### src/ipmc_cfg.svh
`ifndef IPMC_CFG_SVH
`define IPMC_CFG_SVH
// register offsets on the plain register port
`define IPMC_ADDR_ENABLE    4'h0
`define IPMC_ADDR_PRIORITY  4'h1
`define IPMC_ADDR_POWER     4'h2
`define IPMC_ADDR_FLAGS     4'h3
`define IPMC_ADDR_IRQ_STAT  4'h4
`define IPMC_ADDR_IRQ_MASK  4'h5
`define IPMC_ADDR_STATUS    4'h6
`define IPMC_ADDR_RETI      4'h7
// field positions
`define IPMC_EN_GLOBAL_BIT  7
`define IPMC_PWR_IDLE_BIT   0
`define IPMC_PWR_PD_BIT     1
// reset values
`define IPMC_ENABLE_RST     8'h00
`define IPMC_PRIORITY_RST   8'h00
`define IPMC_POWER_RST      8'h00
// vectors
`define IPMC_VEC_RESET      16'h0000
`define IPMC_VEC_EXT0       16'h0003
`define IPMC_VEC_TMR0       16'h000B
`define IPMC_VEC_EXT1       16'h0013
`define IPMC_VEC_TMR1       16'h001B
`define IPMC_VEC_SERIAL     16'h0023
// idle-exit-by-reset window, machine cycles
`define IPMC_RST_WIN_MC     2
`endif

### src/ipmc_pkg.sv
package ipmc_pkg;
	typedef enum logic [1:0] {
		IPMC_RUN  = 2'b00,
		IPMC_IDLE = 2'b01,
		IPMC_PDWN = 2'b10
	} ipmc_pwr_e;
	typedef struct packed {
		logic       valid;
		logic [2:0] src;
		logic       high;
		logic [15:0] vector;
	} ipmc_req_s;
	typedef struct packed {
		logic [3:0] addr;
		logic [7:0] wdata;
		logic       wr;
		logic       rd;
	} ipmc_bus_s;
endpackage

### src/ipmc_ctrl.sv
`timescale 1ns/1ps
// Operation
// - five sources: ext0, timer0, ext1, timer1, serial; each with two levels
// - low-level service can only be preempted by a high-level request
// - high-level service cannot be preempted by anything
// - simultaneous requests: higher level serviced first
// - equal level: ext0, timer0, ext1, timer1, serial polling order
// - vectors 0003/000B/0013/001B/0023; serial is receive or transmit; reset 0000
// - software write enters idle: cpu clock gated, peripherals keep running
// - internal ram and enable, priority and power registers held during idle; event status and mask stay writable
// - idle ends on any enabled interrupt or hardware reset
// - reset ending idle: two machine cycles, ram writes blocked, ports not
// - power control bit 0 selects idle, bit 1 selects power-down
// - power-down stops oscillator, keeps contents, ended only by reset
// - reset that ends power-down restarts the oscillator
// - reset ending power-down reloads registers, leaves internal ram alone
// - enable register with global bit, priority register, per source
`include "ipmc_cfg.svh"
module ipmc_ctrl #(
	parameter int NSRC = 5
) (
	input  wire logic               clk,
	input  wire logic               rst,
	input  wire logic               mc_en,
	input  wire ipmc_pkg::ipmc_bus_s bus,
	output logic [7:0]              rdata,
	input  wire logic               ext_request_pin_0,
	input  wire logic               ext_request_pin_1,
	input  wire logic               timer0_overflow_flag,
	input  wire logic               timer1_overflow_flag,
	input  wire logic               receive_done_flag,
	input  wire logic               transmit_done_flag,
	input  wire logic               reset_pin,
	output ipmc_pkg::ipmc_req_s     irq_req,
	input  wire logic               irq_ack,
	output logic                    cpu_clk_gate,
	output logic                    osc_enable,
	output logic                    ram_write_block,
	output logic                    irq
);
	import ipmc_pkg::*;

	initial begin
		if (NSRC != 5)
			$error("ipmc_ctrl serves exactly five sources");
	end

	logic [7:0] irq_enable_reg;
	logic [7:0] irq_priority_reg;
	logic [7:0] power_control_reg;
	logic [1:0] ext_sync1_r;
	logic [1:0] ext_sync2_r;
	logic [1:0] ext_prev_r;
	logic       ext0_request_flag;
	logic       ext1_request_flag;
	logic [1:0] rstp_sync_r;
	logic       rstp_prev_r;
	logic [4:0] pend;
	logic [4:0] ev_stat_r;
	logic [4:0] ev_mask_r;
	logic [1:0] act_r;
	ipmc_pwr_e  pwr_r;
	logic [1:0] win_cnt_r;
	logic       acc_wr;
	logic       en_wr;
	logic       pr_wr;
	logic       pw_wr;
	logic [2:0] sel_src;
	logic       sel_high;
	logic       sel_valid;
	logic [4:0] fwd;

	assign acc_wr = bus.wr && (pwr_r == IPMC_RUN);
	assign en_wr  = acc_wr && bus.addr == `IPMC_ADDR_ENABLE;
	assign pr_wr  = acc_wr && bus.addr == `IPMC_ADDR_PRIORITY;
	assign pw_wr  = acc_wr && bus.addr == `IPMC_ADDR_POWER;

	// first picks the lowest index: polling order is the bit order
	function automatic logic [2:0] first_set(input logic [4:0] v);
		first_set = 3'h0;
		for (int i = 4; i >= 0; i--)
			if (v[i])
				first_set = 3'(i);
	endfunction

	function automatic logic [15:0] vec_of(input logic [2:0] s);
		case (s)
			3'h0: vec_of = `IPMC_VEC_EXT0;
			3'h1: vec_of = `IPMC_VEC_TMR0;
			3'h2: vec_of = `IPMC_VEC_EXT1;
			3'h3: vec_of = `IPMC_VEC_TMR1;
			3'h4: vec_of = `IPMC_VEC_SERIAL;
			default: vec_of = `IPMC_VEC_RESET;
		endcase
	endfunction

	// pins cross from outside: two flops before any logic
	always_ff @(posedge clk) begin
		ext_sync1_r <= {ext_request_pin_1, ext_request_pin_0};
		ext_sync2_r <= ext_sync1_r;
		rstp_sync_r <= {rstp_sync_r[0], reset_pin};
		rstp_prev_r <= rstp_sync_r[1];
	end

	// falling edge of an external pin latches its request flag
	always_ff @(posedge clk) begin
		if (rst) begin
			ext_prev_r        <= 2'h3;
			ext0_request_flag <= 1'b0;
			ext1_request_flag <= 1'b0;
		end else begin
			ext_prev_r <= ext_sync2_r;
			if (ext_prev_r[0] && !ext_sync2_r[0])
				ext0_request_flag <= 1'b1;
			else if (irq_ack && irq_req.src == 3'h0)
				ext0_request_flag <= 1'b0;
			if (ext_prev_r[1] && !ext_sync2_r[1])
				ext1_request_flag <= 1'b1;
			else if (irq_ack && irq_req.src == 3'h2)
				ext1_request_flag <= 1'b0;
		end
	end

	// serial request is either done flag
	assign pend = {receive_done_flag | transmit_done_flag,
		timer1_overflow_flag, ext1_request_flag,
		timer0_overflow_flag, ext0_request_flag};

	// registers: writes blocked in idle and power-down, held contents
	always_ff @(posedge clk) begin
		if (rst) begin
			irq_enable_reg   <= `IPMC_ENABLE_RST;
			irq_priority_reg <= `IPMC_PRIORITY_RST;
		end else begin
			if (en_wr)
				irq_enable_reg <= bus.wdata;
			if (pr_wr)
				irq_priority_reg <= bus.wdata;
		end
	end

	// forwarded only with own and global enable; else stays pending
	assign fwd = pend & irq_enable_reg[4:0]
		& {5{irq_enable_reg[`IPMC_EN_GLOBAL_BIT]}};

	// level first, then polling order
	always_comb begin
		logic [4:0] hi;
		logic [4:0] lo;
		hi        = fwd & irq_priority_reg[4:0];
		lo        = fwd & ~irq_priority_reg[4:0];
		sel_high  = |hi;
		sel_src   = sel_high ? first_set(hi) : first_set(lo);
		// nothing preempts high; only high preempts low
		// oscillator stopped: nothing may be offered to the cpu
		if (pwr_r == IPMC_PDWN)
			sel_valid = 1'b0;
		else if (act_r[1])
			sel_valid = 1'b0;
		else if (act_r[0])
			sel_valid = sel_high;
		else
			sel_valid = |fwd;
	end

	always_ff @(posedge clk) begin
		if (rst) begin
			irq_req <= '0;
		end else begin
			irq_req.valid  <= sel_valid && !irq_ack;
			irq_req.src    <= sel_src;
			irq_req.high   <= sel_high;
			irq_req.vector <= sel_valid ? vec_of(sel_src) : `IPMC_VEC_RESET;
		end
	end

	// active levels: set on acknowledge, cleared on return from service
	always_ff @(posedge clk) begin
		if (rst) begin
			act_r <= 2'h0;
		end else if (irq_ack && irq_req.valid) begin
			act_r[irq_req.high] <= 1'b1;
		end else if (acc_wr && bus.addr == `IPMC_ADDR_RETI) begin
			if (act_r[1])
				act_r[1] <= 1'b0;
			else
				act_r[0] <= 1'b0;
		end
	end

	// power mode machine
	always_ff @(posedge clk) begin
		if (rst) begin
			pwr_r             <= IPMC_RUN;
			power_control_reg <= `IPMC_POWER_RST;
		end else begin
			case (pwr_r)
				IPMC_RUN: begin
					if (pw_wr) begin
						power_control_reg <= bus.wdata;
						if (bus.wdata[`IPMC_PWR_PD_BIT])
							pwr_r <= IPMC_PDWN;
						else if (bus.wdata[`IPMC_PWR_IDLE_BIT])
							pwr_r <= IPMC_IDLE;
					end
				end
				IPMC_IDLE: begin
					if (|fwd) begin
						pwr_r <= IPMC_RUN;
						power_control_reg[`IPMC_PWR_IDLE_BIT] <= 1'b0;
					end
				end
				// interrupts ignored; only rst leaves
				IPMC_PDWN: pwr_r <= IPMC_PDWN;
				default: pwr_r <= IPMC_RUN;
			endcase
		end
	end

	// reset pin seen during idle: cpu runs briefly, ram writes blocked
	// rising edge only: a held pin must not keep the cpu running
	always_ff @(posedge clk) begin
		if (rst) begin
			win_cnt_r <= 2'h0;
		end else if (pwr_r == IPMC_IDLE && rstp_sync_r[1]
			&& !rstp_prev_r) begin
			win_cnt_r <= 2'(`IPMC_RST_WIN_MC);
		end else if (mc_en && win_cnt_r != 2'h0) begin
			win_cnt_r <= win_cnt_r - 2'h1;
		end
	end

	assign ram_write_block = win_cnt_r != 2'h0;
	assign cpu_clk_gate = (pwr_r == IPMC_RUN) || ram_write_block;
	assign osc_enable   = pwr_r != IPMC_PDWN;

	// event status: set wins over write-one clear
	always_ff @(posedge clk) begin
		if (rst) begin
			ev_stat_r <= 5'h00;
			ev_mask_r <= 5'h00;
		end else begin
			ev_stat_r <= (ev_stat_r & ~((bus.wr && bus.addr ==
				`IPMC_ADDR_IRQ_STAT) ? bus.wdata[4:0] : 5'h00)) | pend;
			if (bus.wr && bus.addr == `IPMC_ADDR_IRQ_MASK)
				ev_mask_r <= bus.wdata[4:0];
		end
	end

	assign irq = |(ev_stat_r & ev_mask_r);

	always_ff @(posedge clk) begin
		if (rst) begin
			rdata <= 8'h00;
		end else if (bus.rd) begin
			case (bus.addr)
				`IPMC_ADDR_ENABLE:   rdata <= irq_enable_reg;
				`IPMC_ADDR_PRIORITY: rdata <= irq_priority_reg;
				`IPMC_ADDR_POWER:    rdata <= power_control_reg;
				`IPMC_ADDR_FLAGS:    rdata <= {3'h0, pend};
				`IPMC_ADDR_IRQ_STAT: rdata <= {3'h0, ev_stat_r};
				`IPMC_ADDR_IRQ_MASK: rdata <= {3'h0, ev_mask_r};
				`IPMC_ADDR_STATUS:   rdata <= {4'h0, act_r, pwr_r};
				default:             rdata <= 8'h00;
			endcase
		end else begin
			rdata <= 8'h00;
		end
	end

	property p_high_blocks;
		@(posedge clk) disable iff (rst)
		act_r[1] |=> !irq_req.valid;
	endproperty
	a_high_blocks: assert property (p_high_blocks)
		else $error("request offered during high-level service");

	property p_low_only_high;
		@(posedge clk) disable iff (rst)
		(act_r[0] && !act_r[1] && !irq_ack) ##1 irq_req.valid
			|-> irq_req.high;
	endproperty
	a_low_only_high: assert property (p_low_only_high)
		else $error("low request preempted low service");

	property p_level_first;
		@(posedge clk) disable iff (rst)
		(|(fwd & irq_priority_reg[4:0]) && sel_valid && !irq_ack)
			|=> irq_req.high;
	endproperty
	a_level_first: assert property (p_level_first)
		else $error("low level chosen over high");

	property p_poll_order;
		@(posedge clk) disable iff (rst)
		(fwd[0] && irq_priority_reg[0] && sel_valid && !irq_ack)
			|=> irq_req.src == 3'h0;
	endproperty
	a_poll_order: assert property (p_poll_order)
		else $error("polling order broken");

	property p_vector;
		@(posedge clk) disable iff (rst)
		irq_req.valid |-> irq_req.vector == vec_of(irq_req.src);
	endproperty
	a_vector: assert property (p_vector)
		else $error("vector does not match source");

	property p_idle_wake;
		@(posedge clk) disable iff (rst)
		(pwr_r == IPMC_IDLE && |fwd) |=> pwr_r == IPMC_RUN;
	endproperty
	a_idle_wake: assert property (p_idle_wake)
		else $error("idle not left on enabled request");

	property p_pd_stays;
		@(posedge clk) disable iff (rst)
		pwr_r == IPMC_PDWN |=> (pwr_r == IPMC_PDWN && !osc_enable);
	endproperty
	a_pd_stays: assert property (p_pd_stays)
		else $error("power-down left without reset");

	property p_pd_no_req;
		@(posedge clk) disable iff (rst)
		pwr_r == IPMC_PDWN |=> !irq_req.valid;
	endproperty
	a_pd_no_req: assert property (p_pd_no_req)
		else $error("request offered in power-down");

	property p_gate;
		@(posedge clk) disable iff (rst)
		(pw_wr && bus.wdata[1:0] == 2'h1) |=> !cpu_clk_gate;
	endproperty
	a_gate: assert property (p_gate)
		else $error("idle write did not gate cpu");

	property p_forward;
		@(posedge clk) disable iff (rst)
		!irq_enable_reg[`IPMC_EN_GLOBAL_BIT] |=> !irq_req.valid;
	endproperty
	a_forward: assert property (p_forward)
		else $error("request forwarded with global enable off");
endmodule

### config.mk
export PLATFORM = sky130hd
export DESIGN_NAME = ipmc_ctrl
export DESIGN_NICKNAME = d
export VERILOG_FILES = /design/src/ipmc_pkg.sv /design/src/ipmc_ctrl.sv
export VERILOG_INCLUDE_DIRS = /design/src /design/src/src
export SDC_FILE = /design/constraint.sdc
export NUM_CORES = 1
export LEC_CHECK = 0
export CAP_MARGIN = 20
export CORE_ASPECT_RATIO = 0.8
export CORE_MARGIN = 2
export CORE_UTILIZATION = 56
export DETAILED_ROUTE_END_ITERATION = 10
export DONT_BUFFER_PORTS = 1
export GPL_ROUTABILITY_DRIVEN = 0
export PLACE_DENSITY = 0.76
export SYNTH_ARGS = -nofsm -noshare
export SYNTH_HDL_FRONTEND = slang
export SYNTH_SLANG_ARGS = --single-unit
export TNS_END_PERCENT = 20
### constraint.sdc
create_clock -name clk -period 1.25 [get_ports clk]
set_input_delay 0.25 -clock clk [delete_from_list [all_inputs] [get_ports clk]]
set_output_delay 0.25 -clock clk [all_outputs]
set_load 0.1 [all_outputs]
==> impl_metrics.yaml <==
timing:
  timing_hold_violations_final: 44
  post-route-min-period_ns: 1.67
  slew_violations: 0
  grt_setup_unrepaired: "true"
  fin_ws_ns: -0.421
  tightest_slew_ns: 0.525
  period_share_pct: 134
  clock_skew_ns: 0.00521
  max_freq_ghz: 0.598
  setup_viol: 40
  finalHoldWorstSlack_ns: -0.0543
  slew_headroom_pct: 64.9
clock_tree:
  clk_latency_ns: 0.36
  root_buffer: "clkbuf_8"
  cts_tree: "yes"
  clock_sinks: 68
  numCtsBuffers: 9
  htree_levels: 3
  clk_pin_slew_ns: 0.07
  postCtsHoldBufs: 5
  cts_buffer_depth: 2
power_and_ir_drop:
  power.leakage_uw: 0.00171
  pwr_density_cell_nw_per_um2: 1140
  worst_ir_drop_vdd_mv: 0.711
detailed_routing:
  postRouteAntennaNets: 0
  firstDrtPassIters: 6
  wl_per_cell_um: 20.2
  drt-initial-drc-count: 446
  vias: 3003
  wl_um: 9840
  drc: 0
  via_per_inst: 6.18
floorplan:
  start_util_pct: 57.0
  ios: 58
  rows: 24
  core_um2: 5380
  die_w_um: 86.7
  dieHeight_um: 70.2
  die-area_um2: 6090
worst_setup_path:
  crit_arrival_ns: 1.42
  reg2reg_depth: 7
  cp_max_fo: 2
  rrSetupSlack_ns: -0.20
  startpoint_type: "flop"
  crit_required_ns: 1.00
  critical_path_class: "flop to primary output"
  rr_startpoint: "pwr_r[0]$_SDFFE_PP0P_"
  critPathCaptureType: "primary output"
  rr_endpoint: "irq_enable_reg[7]$_SDFFE_PP0P_"
synth:
  ys_ff_latch: 68
  synth.top_cell.area_share_pct: 44.4
  synthMostInstantiatedCell: "dfxtp_1"
  ys_warn_count: 0
  syn-cell-area_um2: 3070
  syn_inst: 344
  synth_area_leaders: "dfxtp_1 (44%), mux2i_1 (5.9%), nor2_1 (5.6%), a21oi_1 (5.6%), nand2_1 (4.9%)"
  yosysUniqueCellTypes: 62
  synth_common_cells: "dfxtp_1 (68), nor2_1 (46), nand2_1 (40), a21oi_1 (34), mux2i_1 (18)"
  yosys.area.top_type: "dfxtp_1"
  async_reset_ff_share_pct: 0
  avgSynthCellArea_um2: 8.91
  synth-edff-count: 0
  ys_seq_area_share_pct: 44.4
  synth_flop_cell: "dfxtp_1"
finish:
  final_util_pct: 78.2
  largest_reg_flops: 9
  n_antenna_cell: 0
  drive_gt1_share_pct: 37.8
  fillers: 318
  regArea_um2: 1390
  multi_input_area_um2: 1720
  finalNonFillerCells: 486
  area.growth.synth_to_final_pct: 37.2
  top_register: "irq_req"
  fin_nets: 442
status:
  status: "complete, but fails checks"
  violations: "hold timing, setup timing"
job:
  timing.max_cap.violations: 0
global_route:
  grt_pass1_wl_um: 14000
  grt_usage_pct: 30.6
  grt_max_degree: 51
  antenna_found_initial: 0
  grt_overflow: 0
  grt_pass1_vias: 2800
hold_path:
  hp-class: "input pin to flop"
  worstHoldEndpoint: "power_control_reg[7]$_SDFFE_PP0P_"
  worstHoldStart: "rst"
  holdPathStages: 1
placed_design:
  io_buffers: 0
  dp.cells: 452
  hpwl_um: 5690
## cell type report
| cell class | count | area share [%] |
|---|---|---|
| multi-input combinational | 250 | 40.9 |
| sequential | 68 | 33.0 |
| timing repair buffer | 78 | 18.5 |
| clock buffer | 12 | 3.69 |
| tap | 65 | 1.93 |
| clock inverter | 4 | 1.13 |
| inverter | 9 | 0.893 |
## worst max path at each step
stage	start	cells after the start	to	slack, ns
after floorplan	win_cnt_r[1]$_SDFFE_PP0P_	7	win_cnt_r[1]$_SDFFE_PP0P_	-0.29
after global placement	irq_enable_reg[7]$_SDFFE_PP0P_	5	irq_req[3]$_SDFF_PP0_	-0.13
after detailed placement	irq_enable_reg[7]$_SDFFE_PP0P_	5	irq_req[4]$_SDFF_PP0_	-0.24
after CTS	ev_stat_r[3]$_SDFF_PP0_	3	irq	-0.39
after global routing	ev_mask_r[3]$_SDFFE_PP0P_	3	irq	-0.45
final	ev_mask_r[3]$_SDFFE_PP0P_	3	irq	-0.42
## routing by layer
layer / global-route usage [%] / vias to the layer above / wire (um)
met4: 15.1 / 0 / 475
met3: 10.9 / 54 / 1050
met2: 46.8 / 220 / 4580
li1: - / 1326 / -
met5: 0 / - / 0
met1: 38.0 / 1403 / 3730
## kinds of logic (layout without fill, tap and decap cells)
logic type | count (synthesis) | after routing | synth area share [%]
DFF | 68 | 68 | 44.4
and+or+nand+nor | 143 | 143 | 24.7
buffers and inverters | 36 | 103 | 7.14
other | 1 | 11 | 0.122
adders and majority gates | 1 | 1 | 0.408
xor gates and xnor gates | 1 | 1 | 0.286
AOI/OAI and AO/OA | 73 | 73 | 15.6
muxes | 21 | 21 | 7.35
## where the power goes
part | leakage, uW | switching [uW] | internal (uW)
clock | 0.000102 | 846 | 1020
combinational | 0.00105 | 422 | 237
sequential | 0.000561 | 44.2 | 2220
total | 0.00171 | 1310 | 3480
## placed cells by master, fill, tap and decap left out, types with 6 or more instances in the layout
| master | netlist | routed |
|---|---|---|
| conb_1 | 1 | 11 |
| buf_4 | 13 | 52 |
| mux2i_1 | 18 | 17 |
| a21oi_1 | 34 | 29 |
| a22oi_1 | 7 | 7 |
| dfxtp_2 | 0 | 11 |
| nand3_1 | 13 | 12 |
| nor2b_1 | 6 | 6 |
| a21oi_2 | 1 | 6 |
| nor2_1 | 46 | 46 |
| buf_12 | 0 | 11 |
| dfxtp_1 | 68 | 54 |
| nand2_1 | 40 | 34 |
| clkbuf_8 | 0 | 11 |
| buf_6 | 4 | 9 |
## worst max-delay path, stage by stage, from the launching register on
cell	delay, ns
dfxtp_1	0.32
a222oi_1	0.41
nand2_1	0.14
buf_8	0.19
## through the flow
stage / worst slack [ns] / power, uW / area [um2] / TNS, ns
after floorplan: -0.290 / 2800 / 3130 / -2.03
after global placement: -0.125 / 2820 / 3580 / -0.754
after detailed placement: -0.242 / 2840 / 3580 / -1.76
after CTS: -0.386 / 4730 / 3970 / -1.50
after global routing: -0.450 / 4920 / 4210 / -6.07
final: -0.421 / 4790 / 4210 / -4.13
## repair_timing
action                                  CTS  global route
hold endpoints to repair                 52            47
setup buffers                             4             9
endpoints found under the setup margin   23            44
gates resized for setup                  32            37
pin swaps                                 8            18
gates cloned                              0             0
No activity file was read; power rests on OpenSTA's default activity.
